`src/adcs_consts.vh`:
```
// Constants for the converter control and status block
`ifndef ADCS_CONSTS_VH
`define ADCS_CONSTS_VH

// ==========================================
// Control/status register fields
`define ADCS_BIT_FLAG      7
`define ADCS_BIT_IRQEN     6
`define ADCS_BIT_RUN       5
`define ADCS_BIT_SCAN      4
`define ADCS_CHAN_MSB      3
`define ADCS_CHAN_LSB      0
`define ADCS_CSR_RESET     8'h00

// ==========================================
// Modes and timing
`define ADCS_MODE_SINGLE   1'h0
`define ADCS_MODE_SCAN     1'h1
`define ADCS_CONV_TIME_NS  11080
`define ADCS_CLK_PERIOD_NS 25
`define ADCS_CONV_CYCLES   ((`ADCS_CONV_TIME_NS) / (`ADCS_CLK_PERIOD_NS))
`define ADCS_CNT_W         10
`define ADCS_RESULT_RESET  10'h000

`endif

```
`src/adcs_control_status.v`:
```
// Converter control/status register and single/scan conversion sequencer
// How it works
// RL1 - Single mode: flag set when channel done
// RL2 - Scan mode: flag set after whole group
// RL3 - Flag clears by zero-write after reading one
// RL4 - Interrupt only while enable set; resets zero
// RL5 - Writing run zero stops, returns idle
// RL6 - Writing run one starts; reads one meanwhile
// RL7 - Single mode: run self-clears when done
// RL8 - Scan continues until run cleared
// RL9 - Mode bit: zero single, one scan
// RL10 - Single mode: channel field picks input
// RL11 - Scan: group upper bits, offsets zero..k
// RL12 - Scan results stored per group position
// RL13 - Scan restarts at group's first channel
// RL14 - Software stops before changing mode/channel
// RL15 - Interrupt held while flag and enable
module adcs_control_status (
    input  wire        sys_clk,      // System clock, 40 MHz
    input  wire        rst_n,        // Asynchronous reset, active low
    input  wire        csrWrite,     // Register write strobe, one cycle
    input  wire        csrRead,      // Register read strobe, one cycle
    input  wire [7:0]  csrWdata,     // Write data
    input  wire        standby,      // Standby or module stop, level
    input  wire [9:0]  convResult,   // Result from analog core
    output reg  [7:0]  csrRdata,     // Register read data
    output reg         conversion_end_irq, // End-of-conversion request
    output reg  [3:0]  muxSel,       // Analog input being converted
    output reg         convActive,   // Analog core converting
    output reg  [9:0]  resultA,      // Result of group offset 0
    output reg  [9:0]  resultB,      // Result of group offset 1
    output reg  [9:0]  resultC,      // Result of group offset 2
    output reg  [9:0]  resultD       // Result of group offset 3
);
`include "adcs_consts.vh"

    localparam ST_IDLE = 1'b0;
    localparam ST_CONV = 1'b1;

    // ==========================================
    // Register fields and sequencer state
    reg        conversion_end_flag;
    reg        end_irq_enable;
    reg        conversion_run;
    reg        scanMode;
    reg [3:0]  chanSel;
    reg        flagSeenSet;
    reg        state;
    reg [1:0]  offset;
    wire       convDone;

    // ==========================================
    // Next values
    reg        next_state;
    reg        next_run;
    reg [1:0]  next_offset;
    reg        next_flag;
    reg        next_seen;

    // ==========================================
    // Decoded strobes and conditions
    wire [1:0] lastOffset  = chanSel[1:0];
    wire       lastInGroup = (scanMode == `ADCS_MODE_SINGLE) || (offset == lastOffset);
    wire       writeStop   = csrWrite && !csrWdata[`ADCS_BIT_RUN];
    wire       writeStart  = csrWrite && csrWdata[`ADCS_BIT_RUN];
    wire       flagClear   = csrWrite && !csrWdata[`ADCS_BIT_FLAG] && flagSeenSet;
    wire       stopNow     = writeStop || standby;
    wire       groupEnd    = (state == ST_CONV) && convDone && lastInGroup;
    wire       storeNow    = (state == ST_CONV) && convDone && !stopNow;
    wire [3:0] slotOneHot  = 4'h1 << offset;
    wire [3:0] storeHit;
    wire [7:0] csrImage    = {conversion_end_flag, end_irq_enable, conversion_run, scanMode, chanSel};

    // ==========================================
    // Timer
    adcs_conv_timer u_timer (
        .sys_clk (sys_clk),
        .rst_n   (rst_n),
        .clear   (writeStart || (state == ST_IDLE)),
        .enable  (state == ST_CONV),
        .done    (convDone)
    );

    // ==========================================
    // Control fields, loaded by every write
    always @(posedge sys_clk or negedge rst_n) begin
        if (!rst_n) begin
            end_irq_enable <= 1'b0; // RL4
            scanMode       <= `ADCS_MODE_SINGLE; // RL9
            chanSel        <= 4'h0;
        end else if (csrWrite) begin
            end_irq_enable <= csrWdata[`ADCS_BIT_IRQEN];
            scanMode       <= csrWdata[`ADCS_BIT_SCAN]; // RL9
            chanSel        <= csrWdata[`ADCS_CHAN_MSB:`ADCS_CHAN_LSB];
        end
    end

    // ==========================================
    // Sequencer next state
    always @* begin
        next_state  = state;
        next_run    = conversion_run;
        next_offset = offset;
        case (state)
            ST_IDLE: begin
                if (writeStart && !standby) begin
                    next_state  = ST_CONV;
                    next_run    = 1'b1; // RL6
                    next_offset = 2'h0;
                end
            end
            ST_CONV: begin
                if (stopNow) begin
                    next_state  = ST_IDLE;
                    next_run    = 1'b0; // RL5 RL8
                    next_offset = 2'h0;
                end else if (writeStart) begin
                    next_offset = 2'h0; // RL6
                end else if (convDone) begin
                    if (!lastInGroup) begin
                        next_offset = offset + 2'h1;
                    end else if (scanMode == `ADCS_MODE_SCAN) begin
                        next_offset = 2'h0; // RL13
                    end else begin
                        next_state = ST_IDLE;
                        next_run   = 1'b0; // RL7
                    end
                end
            end
            default: begin
                next_state  = ST_IDLE;
                next_run    = 1'b0;
                next_offset = 2'h0;
            end
        endcase
    end

    // ==========================================
    // Sequencer registers
    always @(posedge sys_clk or negedge rst_n) begin
        if (!rst_n) begin
            conversion_run <= 1'b0;
            state          <= ST_IDLE;
            offset         <= 2'h0;
        end else begin
            conversion_run <= next_run;
            state          <= next_state;
            offset         <= next_offset;
        end
    end

    // ==========================================
    // End flag: set wins over clear
    always @* begin
        next_flag = conversion_end_flag;
        if (groupEnd) begin
            next_flag = 1'b1; // RL1 RL2
        end else if (flagClear) begin
            next_flag = 1'b0; // RL3
        end
    end

    // Clear is armed only by reading the flag as one
    always @* begin
        next_seen = flagSeenSet;
        if (csrRead && conversion_end_flag) begin
            next_seen = 1'b1;
        end else if (csrWrite || !conversion_end_flag) begin
            next_seen = 1'b0;
        end
    end

    always @(posedge sys_clk or negedge rst_n) begin
        if (!rst_n) begin
            conversion_end_flag <= 1'b0;
            flagSeenSet         <= 1'b0;
        end else begin
            conversion_end_flag <= next_flag;
            flagSeenSet         <= next_seen;
        end
    end

    // ==========================================
    // Result slots, one per group position
    genvar g;
    generate
        for (g = 0; g < 4; g = g + 1) begin : g_slot
            assign storeHit[g] = storeNow && slotOneHot[g]; // RL12
        end
    endgenerate

    always @(posedge sys_clk or negedge rst_n) begin
        if (!rst_n) begin
            resultA <= `ADCS_RESULT_RESET;
            resultB <= `ADCS_RESULT_RESET;
            resultC <= `ADCS_RESULT_RESET;
            resultD <= `ADCS_RESULT_RESET;
        end else begin
            if (storeHit[0]) begin
                resultA <= convResult;
            end
            if (storeHit[1]) begin
                resultB <= convResult;
            end
            if (storeHit[2]) begin
                resultC <= convResult;
            end
            if (storeHit[3]) begin
                resultD <= convResult;
            end
        end
    end

    // ==========================================
    // Registered outputs
    always @(posedge sys_clk or negedge rst_n) begin
        if (!rst_n) begin
            csrRdata           <= `ADCS_CSR_RESET;
            conversion_end_irq <= 1'b0;
            muxSel             <= 4'h0;
            convActive         <= 1'b0;
        end else begin
            csrRdata           <= csrImage;
            conversion_end_irq <= conversion_end_flag && end_irq_enable; // RL4 RL15
            if (scanMode == `ADCS_MODE_SINGLE) begin
                muxSel <= chanSel; // RL10
            end else begin
                muxSel <= {chanSel[3:2], offset}; // RL11
            end
            convActive         <= (state == ST_CONV);
        end
    end
endmodule

```
`src/adcs_conv_timer.v`:
```
// Conversion timer: counts one channel's conversion time, pulses on completion
module adcs_conv_timer (
    input  wire sys_clk,   // System clock
    input  wire rst_n,     // Asynchronous reset, active low
    input  wire clear,     // Restart count from zero
    input  wire enable,    // Count while high
    output reg  done       // One-cycle pulse when time elapses
);
`include "adcs_consts.vh"

    localparam integer           LAST_FULL = `ADCS_CONV_CYCLES - 1;
    localparam [`ADCS_CNT_W-1:0] LAST      = LAST_FULL[`ADCS_CNT_W-1:0];

    reg [`ADCS_CNT_W-1:0] count;

    always @(posedge sys_clk or negedge rst_n) begin
        if (!rst_n) begin
            count <= {`ADCS_CNT_W{1'b0}};
            done  <= 1'b0;
        end else if (clear || !enable) begin
            count <= {`ADCS_CNT_W{1'b0}};
            done  <= 1'b0;
        end else if (count == LAST) begin
            count <= {`ADCS_CNT_W{1'b0}};
            done  <= 1'b1;
        end else begin
            count <= count + 1'b1;
            done  <= 1'b0;
        end
    end
endmodule

```
`config.mk`:
```
export PLATFORM = sky130hd
export DESIGN_NAME = adcs_control_status
export DESIGN_NICKNAME = d
export VERILOG_FILES = /design/src/adcs_control_status.v /design/src/adcs_conv_timer.v
export VERILOG_INCLUDE_DIRS = /design/src
export SDC_FILE = /design/constraint.sdc
export NUM_CORES = 1
export LEC_CHECK = 0
export BUFFER_PORTS_ARGS = -buffer_cell sky130_fd_sc_hd__clkbuf_2
export CELL_PAD_IN_SITES_DETAIL_PLACEMENT = 0
export CELL_PAD_IN_SITES_GLOBAL_PLACEMENT = 1
export CORE_MARGIN = 5
export CORE_UTILIZATION = 40
export DETAILED_ROUTE_END_ITERATION = 12
export GPL_TIMING_DRIVEN = 1
export HOLD_SLACK_MARGIN = 0.05
export PLACE_DENSITY_LB_ADDON = 0.15
export SYNTH_ARGS = -nofsm -noshare
export SYNTH_HDL_FRONTEND = slang
export SYNTH_SLANG_ARGS = --single-unit
```
`constraint.sdc`:
```
create_clock -name sys_clk -period 2.26 [get_ports sys_clk]
set_clock_uncertainty 0.1 [all_clocks]
set_input_delay 0.452 -clock sys_clk [delete_from_list [all_inputs] [get_ports sys_clk]]
set_output_delay 0.452 -clock sys_clk [all_outputs]
set_load 0.01 [all_outputs]
```
[Yosys cells after proc, flatten, opt, wreduce, memory -nomap -nowiden]
Index checks and enable logic that the tools add are counted.
Word-level totals
  register bits after elaboration: 77
  bits in latches: 0
  RAM bits: 0
  memory bits (read-only): 0
  input bits: 23
  output and inout port bits: 54
  logic and storage cells: 91
  memories kept: 0
Operators by class
  add/subtract/negate cells: 2
  $mul: 0
  div/mod/pow operators: 0
  magnitude comparators: 0
  equality and inequality tests: 9
  shift-type cells: 1
  muxes and demuxes: 30
  bitwise operators: 2
  reduce and logical (&&, ||, !) cells: 29
Operators with widths (count)
  2-to-1 mux 10 bit: 2
  2-to-1 mux 1 bit: 18
  logical AND 1 bit: 14
  2-to-1 mux 2 bit: 7
  adder 10 x 1 -> 10 bit (second input constant): 1
  equality test 10 x 9 -> 1 bit (second input constant): 1
  zero test 1 bit: 6
  inequality test 3 x 1 -> 1 bit (second input constant): 2
  inequality test 3 x 2 -> 1 bit (second input constant): 2
  logical OR 1 bit: 5
  inequality test 5 x 3 -> 1 bit (second input constant): 1
  AND reduction 5 bit: 1
  inequality test 4 x 1 -> 1 bit (second input constant): 1
  one-hot mux 1 bit (2 select lines): 2
  one-hot mux 2 bit (2 select lines): 1
  nonzero test 2 bit: 2
  << shifter 1 x 2 -> 4 bit (first input constant): 1
  AND reduction 3 bit: 1
  adder 2 x 1 -> 2 bit (second input constant): 1
  equality test 2 bit: 1
  inequality test 2 x 1 -> 1 bit (second input constant): 1
  inverter 1 bit: 2

[Logic depth before layout (Yosys ltp)]
Gate-level depths: netlist of run 1.
  depth after elaboration: 7
  mapped depth: 6
  mapped depth without buffers: 6

[Hierarchy]
From an unflattened synthesis of run 1, not the netlist that was laid out.
Second synthesis, totals
  cells, all modules: 217
  area total of the unflattened synthesis: 3208.1 µm²
By module, submodules not included
  adcs_control_status: times used 1, cells each 159, area each 2617.5 µm², seq. area each 1601.5 µm²
  adcs_conv_timer: times used 1, cells each 58, area each 590.6 µm², seq. area each 275.3 µm²

[Least setup slack after synthesis of run 1]
No wires, ideal clock.
  path kind: in2reg
  from: in csrWdata[5]
  to: reg resultA[0]
  library setup time: 0.125 ns
  data arrival time: 1.336 ns
  data required time: 2.035 ns
  setup slack: 0.698 ns
  stages: 5
  path buffers: 1
  cells stage by stage: nand2b_1 -> and3_4 -> buf_12 -> nand2_8 -> mux2_4
On the way
  longest elaborated chain between the ends: 6
Ends and longest elaborated chain
  start: declaration: RTL line adcs_control_status.v:23  | input wire [7:0] csrWdata,
  zero test 1 bit: RTL line adcs_control_status.v:64  | wire writeStop = csrWrite && !csrWdata[`ADCS_BIT_RUN];
  logical AND 1 bit: RTL line adcs_control_status.v:64
  logical OR 1 bit: RTL line adcs_control_status.v:67  | wire stopNow = writeStop || standby;
  zero test 1 bit: RTL line adcs_control_status.v:69  | wire storeNow = (state == ST_CONV) && convDone && !stopNow;
  logical AND 1 bit: RTL line adcs_control_status.v:69
  logical AND 1 bit: RTL line adcs_control_status.v:188  | assign storeHit[g] = storeNow && slotOneHot[g];
  end signal: assignment: RTL line adcs_control_status.v:194  | resultA <= `ADCS_RESULT_RESET;
  end signal: assignment: RTL line adcs_control_status.v:200  | resultA <= convResult;
  end: declaration: RTL line adcs_control_status.v:30  | output reg [9:0] resultA,
No other way between the ends.
A chain may end at the register's enable or synchronous reset.

[Worst setup path in the final report of run 1]
  from: reg state
  to: reg resultB[1]
On the way
  longest elaborated chain between the ends: 3
Ends and longest elaborated chain
  start: declaration: RTL line adcs_control_status.v:48  | reg state;
  start signal: assignment: RTL line adcs_control_status.v:147  | state <= next_state;
  logical AND 1 bit (2 in a row): RTL line adcs_control_status.v:69
  logical AND 1 bit: RTL line adcs_control_status.v:188
  end signal: assignment: RTL line adcs_control_status.v:195  | resultB <= `ADCS_RESULT_RESET;
  end signal: assignment: RTL line adcs_control_status.v:203  | resultB <= convResult;
  end: declaration: RTL line adcs_control_status.v:31  | output reg [9:0] resultB,
No other way between the ends.

==> results.toml, run 1 <==
[run_status]
status = "finished, final reports clean"

[floorplan]
start_util_pct = 41.1
die_w_um = 99.1
rows = 32
dieArea_um2 = 9820
pin_count = 77
die_h_um = 99.1
coreArea_um2 = 7730

[clock_tree]
clkLatencyLatePin_ns = 0.34
root_buffer = "clkbuf_8"
cts_buffers = 9
htreeDepth = 3
cts_sinks = 75
cts_max_path_buffers = 2
clkTransAtPathRegs_ns = 0.08
cts_tree = "built"
cts.repair.resized = 0

[placed_design]
hpwlAfterDp_um = 4420
gp_congestion = 0.786
placed_cells = 392
port_buffers = 76
placed_area_um2 = 3660

[synth]
ys_seq_area_share_pct = 59.1
synthTopCellsByArea = "dfrtp_1 (59%), mux2_4 (14%), mux2_2 (6.0%)"
yosysTopAreaCellShare_pct = 59.1
yosys_register_bits = 75
synth_commonest_cells = "dfrtp_1 (75), mux2_4 (30), mux2_2 (17), nand2_1 (12)"
synth_nets = 247
yosysMostFrequentCell = "dfrtp_1"
yosysWarnings = 0
synth-edff-count = 0
async_flop_share_pct = 100
synth_flop_cell = "dfrtp_1"
synth_area_per_cell_um2 = 14.6
synth_top_area_cell = "dfrtp_1"
syn_inst = 218
syn-cell-area_um2 = 3170
synth_cell_types = 38

[sta]
relSlewSlack_pct = 70.8
fmax_ghz = 0.574
worst_pin_slew_ns = 0.437
drv_slew = 0
final-hold-violation-count = 0
setup_viol = 0
setup_tns_ns = 0
finalCriticalPeriod_ns = 1.74
grt_setup_unrepaired = "no"
layout_worst_path_cycle_share_pct = 77.0

[global_route]
grt_use_total_pct = 13.5
grt_start_max_net_pins = 45
gr-total-overflow = 0
grt_pass1_wl_um = 10400
antenna_found_initial = 0
grt_pass1_vias = 1917

[critical_path]
crit_chain = "nor2b_4 > nand4_2 > mux2_2"
cp-start-kind = "flip-flop"
r2r_end = "resultB[1]"
crit_fanout = 11
crit_slowest_cell = "dfrtp_1"
critPathCaptureType = "flip-flop"
r2r_start = "state"
worstSetupPathType = "flip-flop to flip-flop"
reg2regPathDepth = 3
critPathRequiredTime_ns = 2.38
critPathArrivalTime_ns = 1.86
critical_path.max_stage_delay_ns = 0.53
rrSetupSlack_ns = 0.52

[finish]
num_antenna_cells = 0
n_fill_cell = 685
fin_nets = 331
layout-drive-gt1-share_pct = 48.9
final_cell_count_no_fill = 409
final_area_um2 = 3870
area_growth_pct = 21.9

[flow_run]
cap_violations = 0

[pwr]
peakVddDrop_mv = 0.306
leakage_nw = 2.02
p_per_area_nw_per_um2 = 677
total_power_w = 0.00262

[routing]
routed-via-count = 1910
dr.first_iter.drc_count = 53
wl_per_cell_um = 15.1
antenna_left = 0
route.detailed.drc = 0
viasPerCell = 4.67
wl_um = 6170
drtPass1Iterations = 4

[hold_path]
min_path_cells = 3
hold_end = "scanMode"
worstHoldStart = "csrWdata[4]"
hold_path_class = "input port to flip-flop"
where the power goes:
group          internal (W)  leakage, nW  switching (W)
Sequential          0.00139         1.01      0.0000264
Clock              0.000518       0.0962       0.000520
Combinational     0.0000714        0.920      0.0000963
per-stage QoR:
stage	setup slack, ns	utilization [%]	hold WS, ns
3_3_place_gp	0.477	47.3	0.258
3_5_place_dp	0.468	47.3	0.263
6_report	0.519	50.1	0.224
2_1_floorplan	0.698	-	0.0564
4_1_cts	0.479	50.1	0.209
5_1_grt	0.365	50.1	0.210
cell families (layout without fill, tap and decap cells):
kind of cell / count (synthesis) / count (layout) / share of synthesized area, %
flip-flops: 75 / 75 / 59.1
multiplexers: 49 / 49 / 20.9
AND/OR/NAND/NOR: 46 / 46 / 9.11
AO/OA/AOI/OAI: 21 / 21 / 3.98
buffers and inverters: 14 / 103 / 2.64
XOR/XNOR: 7 / 7 / 1.93
adder cells (fa/ha/maj): 6 / 6 / 2.36
how the worst max path moves through the flow:
stage | endpoint | startpoint
final | resultB[1] | state
after global routing | resultB[0] | state
after CTS | resultB[3] | state
after detailed placement | resultB[6] | standby
after global placement | resultB[3] | csrWdata[5]
after floorplan | resultA[0] | csrWdata[5]
critical path: cells and delay by family (launching register included):
kind	cells	cell delay (ns)
and+or+nand+nor	2	0.59
muxes	1	0.41
DFF	1	0.53
state kept, by name, indices dropped and copies added, names as in the netlist:
name / cells
resultB: 10
resultD: 10
scanMode: 1
flagSeenSet: 1
end_irq_enable: 1
offset: 2
convActive: 1
conversion_run: 1
muxSel: 3
conversion_end_irq: 1
chanSel: 4
u_timer.count: 10
state: 1
conversion_end_flag: 1
resultA: 10
resultC: 10
u_timer.done: 1
csrRdata: 7
layout make-up:
type                    count  area, um^2  area share (%)
well taps                 102         128            3.30
flip-flops and latches     75        1880            48.5
clock buffers               9         124            3.20
multi-input cells         129        1210            31.4
clock inverters             7        76.3            1.97
repair buffers             79         420            10.9
inverters                   8        30.0           0.776
what timing repair did:
action                    in CTS  in global routing
setup buffers                  0                  0
hold buffers                   1                  0
hold endpoints to repair      31                  0
routing by layer:
layer,vias to the layer above,global-route usage (%),wire length (um)
li1,924,-,-
met1,940,19.2,2950
met2,44,19.0,2770
met3,2,4.95,412
met4,0,4.41,38
met5,-,0,0
placed cells by master, fill, tap and decap left out, drive strengths merged, types with 3 or more instances in the layout:
| master | Yosys | routed |
|---|---|---|
| a21oi | 10 | 10 |
| buf | 4 | 3 |
| clkbuf | 2 | 84 |
| dfrtp | 75 | 75 |
| ha | 6 | 6 |
| inv | 8 | 10 |
| mux2 | 47 | 47 |
| nand2 | 15 | 15 |
| nand3 | 5 | 5 |
| nand4 | 3 | 3 |
| nor2 | 10 | 10 |
| nor3 | 3 | 3 |
| o21ai | 6 | 6 |
| xnor2 | 4 | 4 |
| xor2 | 3 | 3 |
No activity file was read; power rests on OpenSTA's default activity.
==> run 2: changes to the inputs <==
CORE_UTILIZATION = 39   (was 40)
clock period = 1.53 ns   (was 2.26 ns; I/O delays follow)
==> run 2 against run 1 <==
Effect of this change: first-iteration DRC count rose by 3.8%; sequential share of layout area fell by 2.5 points; non-clock buffer count rose by 14; cell count rose by 4.2%; global-route usage fell by 0.45 points; die area rose by 2.3%; cell area rose by 5.5%; highest routed layer unchanged; largest cell class unchanged; largest power group unchanged.
==> results.toml, run 2 (same netlist as run 1, synthesis figures left out) <==
[run_status]
status = "finished, final reports clean"

[finish]
fin_nets = 345
final_area_um2 = 4080
num_antenna_cells = 0
layout-drive-gt1-share_pct = 52.3
final_cell_mix = "clkbuf_2 (75), dfrtp_1 (74), mux2_4 (30)"
n_fill_cell = 745
area_growth_pct = 28.6
layout_commonest_cell = "clkbuf_2"

[global_route]
busiest_layer = "met2"
met1_usage_pct = 18.8
antenna_found_initial = 0
grt_pass1_wl_um = 10200
grt_start_max_net_pins = 76
gr-total-overflow = 0
gr-usage-met3_pct = 3.27
grt_pass1_vias = 2034
use_met2_pct = 18.8
grt_use_total_pct = 13.0

[floorplan]
rows = 33
start_util_pct = 39.4
die_h_um = 100
dieArea_um2 = 10000
coreArea_um2 = 8050
die_w_um = 100
pin_count = 77

[sta]
setup_viol = 0
worst_pin_slew_ns = 0.400
drv_slew = 0
grt_setup_unrepaired = "yes"
fmax_ghz = 0.662
finalCriticalPeriod_ns = 1.51
relSlewSlack_pct = 73.4
final-hold-violation-count = 0
layout_worst_path_cycle_share_pct = 98.7
setup_tns_ns = 0

[placed_design]
hpwlAfterDp_um = 4320
port_buffers = 76
gp_congestion = 0.798
placed_area_um2 = 3770

[critical_path]
critPathBufInv = 0
crit_slowest_cell = "dfrtp_1"
critPathCaptureType = "flip-flop"
critical_path.max_stage_delay_ns = 0.37
crit_chain = "nor2b_4 > and3_4 > nand2_8 > mux2_4"
crit_family = "simple AND/OR/NAND/NOR gates"
rrSetupSlack_ns = 0.02
startpoint = "state"
cp-start-kind = "flip-flop"
r2r_start = "state"
worstSetupPathType = "flip-flop to flip-flop"
critPathArrivalTime_ns = 1.62
critPathRequiredTime_ns = 1.64
crit_fanout = 10

[hold_path]
hold_path_class = "input port to flip-flop"
worstHoldStart = "csrWdata[4]"

[pwr]
p_per_area_nw_per_um2 = 1030
leakage_nw = 2.13
peakVddDrop_mv = 0.425

[routing]
routed-via-count = 1972
route.detailed.drc = 0
antenna_left = 0
drtPass1Iterations = 4
dr.first_iter.drc_count = 55
viasPerCell = 4.63
wl_um = 6200
wl_per_cell_um = 14.6

[clock_tree]
cts_tree = "built"
clkLatencyLatePin_ns = 0.33
cts_sinks = 75
clkTransAtPathRegs_ns = 0.08
root_buffer = "clkbuf_8"
cts_max_path_buffers = 2
cts_buffers = 9
htreeDepth = 3

[flow_run]
cap_violations = 0
run 2: worst reg2reg max path: cells and delay by family (launching register included):
family | cells | cell delay, ns
DFF | 1 | 0.37
muxes | 1 | 0.32
and+or+nand+nor | 3 | 0.60
run 2: routing by layer:
| layer | routed length, um | part of all wire, % |
|---|---|---|
| met5 | 0 | 0 |
| met4 | 88 | 1.4 |
| met3 | 396 | 6.4 |
| met1 | 3070 | 49 |
| met2 | 2650 | 43 |
run 2: final timing paths:
path,cells after the start,end
setup / recovery,4,resultC[0]
min in group asynchronous,3,csrRdata[3]
hold reg to reg,0,muxSel[2]
setup reg to reg,4,resultC[0]
max in group asynchronous,3,offset[0]
hold / removal,3,scanMode
run 2: timing repair:
| action | CTS | global route |
|---|---|---|
| gates resized for setup | 2 | 6 |
| hold endpoints to repair | 75 | 0 |
| buffers inserted | 1 | 0 |
| hold buffers | 1 | 0 |
| pin swaps | 0 | 3 |
| endpoints found under the setup margin | 24 | 35 |
run 2: final cells by class:
cell class	count	area, um^2	area share (%)
tap	105	131	3.22
timing repair buffer	93	542	13.3
clock inverter	6	111	2.73
sequential	75	1880	46.0
multi-input combinational	129	1250	30.7
clock buffer	10	138	3.37
inverter	8	30.0	0.736
run 2: per-stage QoR:
step | power [W] | util [%] | setup slack [ns] | instances | hold slack [ns]
floorplan | 0.00224 | - | -0.0209 | 218 | -0.0896
global placement | 0.00239 | 46.9 | -0.00314 | 408 | 0.256
detailed placement | 0.00239 | 46.9 | -0.0195 | 408 | 0.257
CTS | 0.00427 | 50.3 | 0.0145 | 426 | 0.0657
global route | 0.00439 | 50.7 | -0.0304 | 426 | 0.0731
finish | 0.00420 | 50.7 | 0.0192 | 426 | 0.0860
run 2: where the power goes:
group	switching, W	leakage, nW	internal (W)
clock network	0.000716	0.123	0.00113
registers	0.0000370	1.01	0.00205
logic	0.000152	1.00	0.000116
total	0.000904	2.13	0.00330
==> run 3: changes to the inputs <==
CAP_MARGIN = 20   (was not set)
CELL_PAD_IN_SITES_DETAIL_PLACEMENT = 1   (was 0)
PLACE_DENSITY = 0.78   (was not set)
PLACE_DENSITY_LB_ADDON = not set   (was 0.15)
==> run 3 against run 2 <==
Effect of this change: largest cell class unchanged; flip-flop and latch count unchanged; setup slack got worse by 0.015 ns; utilization increased by 1.1 points; register-to-register slack about the same; critical path depth increased by 1; sequential power about the same; cell area increased by 2.1%; sequential share of layout area decreased by 0.94 points; global-route usage increased by 1.8 points; die area unchanged.
==> results.toml, run 3 (same netlist as run 1, synthesis figures left out) <==
[run_status]
status = "finished, final reports clean"

[placed_design]
gp_congestion = 0.738
placed_area_um2 = 3770
hpwlAfterDp_um = 5230
port_buffers = 76
pre_cts_ws_ns = -0.0419

[clock_tree]
htreeDepth = 3
root_buffer = "clkbuf_8"
cts_buffers = 9
cts_max_path_buffers = 2
cts_sinks = 75
clkLatencyLatePin_ns = 0.34
clkTransAtPathRegs_ns = 0.08
cts_tree = "built"

[critical_path]
critical_path.max_stage_delay_ns = 0.37
worstSetupPathType = "flip-flop to flip-flop"
crit_slowest_cell = "dfrtp_1"
r2r_start = "state"
crit_chain = "nor2b_4 > and3_4 > buf_12 > nand2_4 > mux2_4"
reg2regPathDepth = 5
crit_family = "simple AND/OR/NAND/NOR gates"
r2r_end = "resultD[1]"
rrSetupSlack_ns = 0.005
cp-start-kind = "flip-flop"
crit_fanout = 5
critPathRequiredTime_ns = 1.66
critPathArrivalTime_ns = 1.66
critPathCaptureType = "flip-flop"
critPathBufInv = 1

[floorplan]
die_h_um = 100
rows = 33
coreArea_um2 = 8050
dieArea_um2 = 10000
die_w_um = 100
start_util_pct = 39.4
pin_count = 77

[sta]
fmax_ghz = 0.656
setup_ws_ns = 0.00464
setup_viol = 0
timing.hold.ws_ns = 0.0802
drv_slew = 0
finalCriticalPeriod_ns = 1.53
final-hold-violation-count = 0
layout_worst_path_cycle_share_pct = 99.7
worst_pin_slew_ns = 0.359
grt_setup_unrepaired = "yes"
relSlewSlack_pct = 76.1

[global_route]
gr-total-overflow = 0
grt_use_total_pct = 14.8
grt_pass1_vias = 2266
grt_start_max_net_pins = 30
antenna_found_initial = 0
grt_pass1_wl_um = 11600

[routing]
wl_um = 7400
route.detailed.drc = 0
wl_per_cell_um = 17.1
antenna_left = 0
routed-via-count = 2088
viasPerCell = 4.83
drtPass1Iterations = 4
dr.first_iter.drc_count = 51

[finish]
fin_nets = 351
seqCellArea_um2 = 1880
fin_util_pct = 51.8
final_area_um2 = 4170
layout_commonest_cell = "clkbuf_2"
multi_input_area_um2 = 1310
layout-drive-gt1-share_pct = 55.0
area_growth_pct = 31.3
n_fill_cell = 854
final_cell_mix = "clkbuf_2 (75), dfrtp_1 (73), mux2_4 (30)"
num_antenna_cells = 0

[flow_run]
cap_violations = 0

[pwr]
peakVddDrop_mv = 0.552
leakage_nw = 2.18
p_per_area_nw_per_um2 = 977

[hold_path]
hold_path_class = "input port to flip-flop"
hold_end = "flagSeenSet"
min_path_cells = 2
worstHoldStart = "csrRead"
run 3: power by group:
part | internal [W] | switching [W] | leakage, nW | total [W]
clock | 0.000972 | 0.000726 | 0.110 | 0.00170
combinational | 0.000121 | 0.000163 | 1.07 | 0.000284
sequential | 0.00205 | 0.0000419 | 1.00 | 0.00209
total | 0.00314 | 0.000931 | 2.18 | 0.00407
run 3: what timing repair did:
| item | in CTS | in global routing |
|---|---|---|
| pin swaps | 2 | 8 |
| hold buffers | 1 | 0 |
| cloned | 0 | 3 |
| setup endpoints to repair | 35 | 46 |
| gates resized for setup | 5 | 11 |
| setup buffers | 1 | 5 |
| hold endpoints to repair | 23 | 0 |
run 3: metal layers:
layer  part of all wire, %  vias up  global-route usage [%]  routed length [um]
met4                  0.82        0                    5.28                  61
met1                    43     1055                    19.1                3150
li1                      -      963                       -                   -
met5                     0        -                       0                   0
met3                   6.4        7                    3.82                 474
met2                    50       63                    24.3                3720
run 3: metrics by stage:
| step | power [W] | TNS, ns | cells |
|---|---|---|---|
| 4_1_cts | 0.00412 | -0.0187 | 424 |
| 3_3_place_gp | 0.00240 | -0.602 | 406 |
| 2_1_floorplan | 0.00224 | -0.628 | 218 |
| 6_report | 0.00407 | 0 | 432 |
| 5_1_grt | 0.00427 | -0.874 | 432 |
| 3_5_place_dp | 0.00241 | -1.16 | 406 |
run 3: worst max-delay path by stage:
stage                            from          to  slack (ns)  cells after the start
after floorplan                 state  resultA[0]       -0.02                      6
after global placement    csrWdata[5]  resultD[1]       -0.03                      5
after detailed placement  csrWdata[5]  resultD[2]       -0.04                      5
after CTS                       state  resultD[2]       -0.01                      4
after global routing            state  resultA[6]       -0.05                      5
final                           state  resultD[1]       0.005                      5
run 3: worst reg2reg max path: cells and delay by family, from the launching register on:
| family | cells | cell delay (ns) |
|---|---|---|
| muxes | 1 | 0.33 |
| buffers and inverters | 1 | 0.13 |
| DFF | 1 | 0.37 |
| and+or+nand+nor | 3 | 0.49 |
run 3: area by class of cell:
class | instances | share of cell area (%)
multi-input combinational | 132 | 31.4
inverter | 8 | 0.720
clock inverter | 5 | 2.04
tap | 105 | 3.15
timing repair buffer | 96 | 14.2
sequential | 75 | 45.1
clock buffer | 11 | 3.39
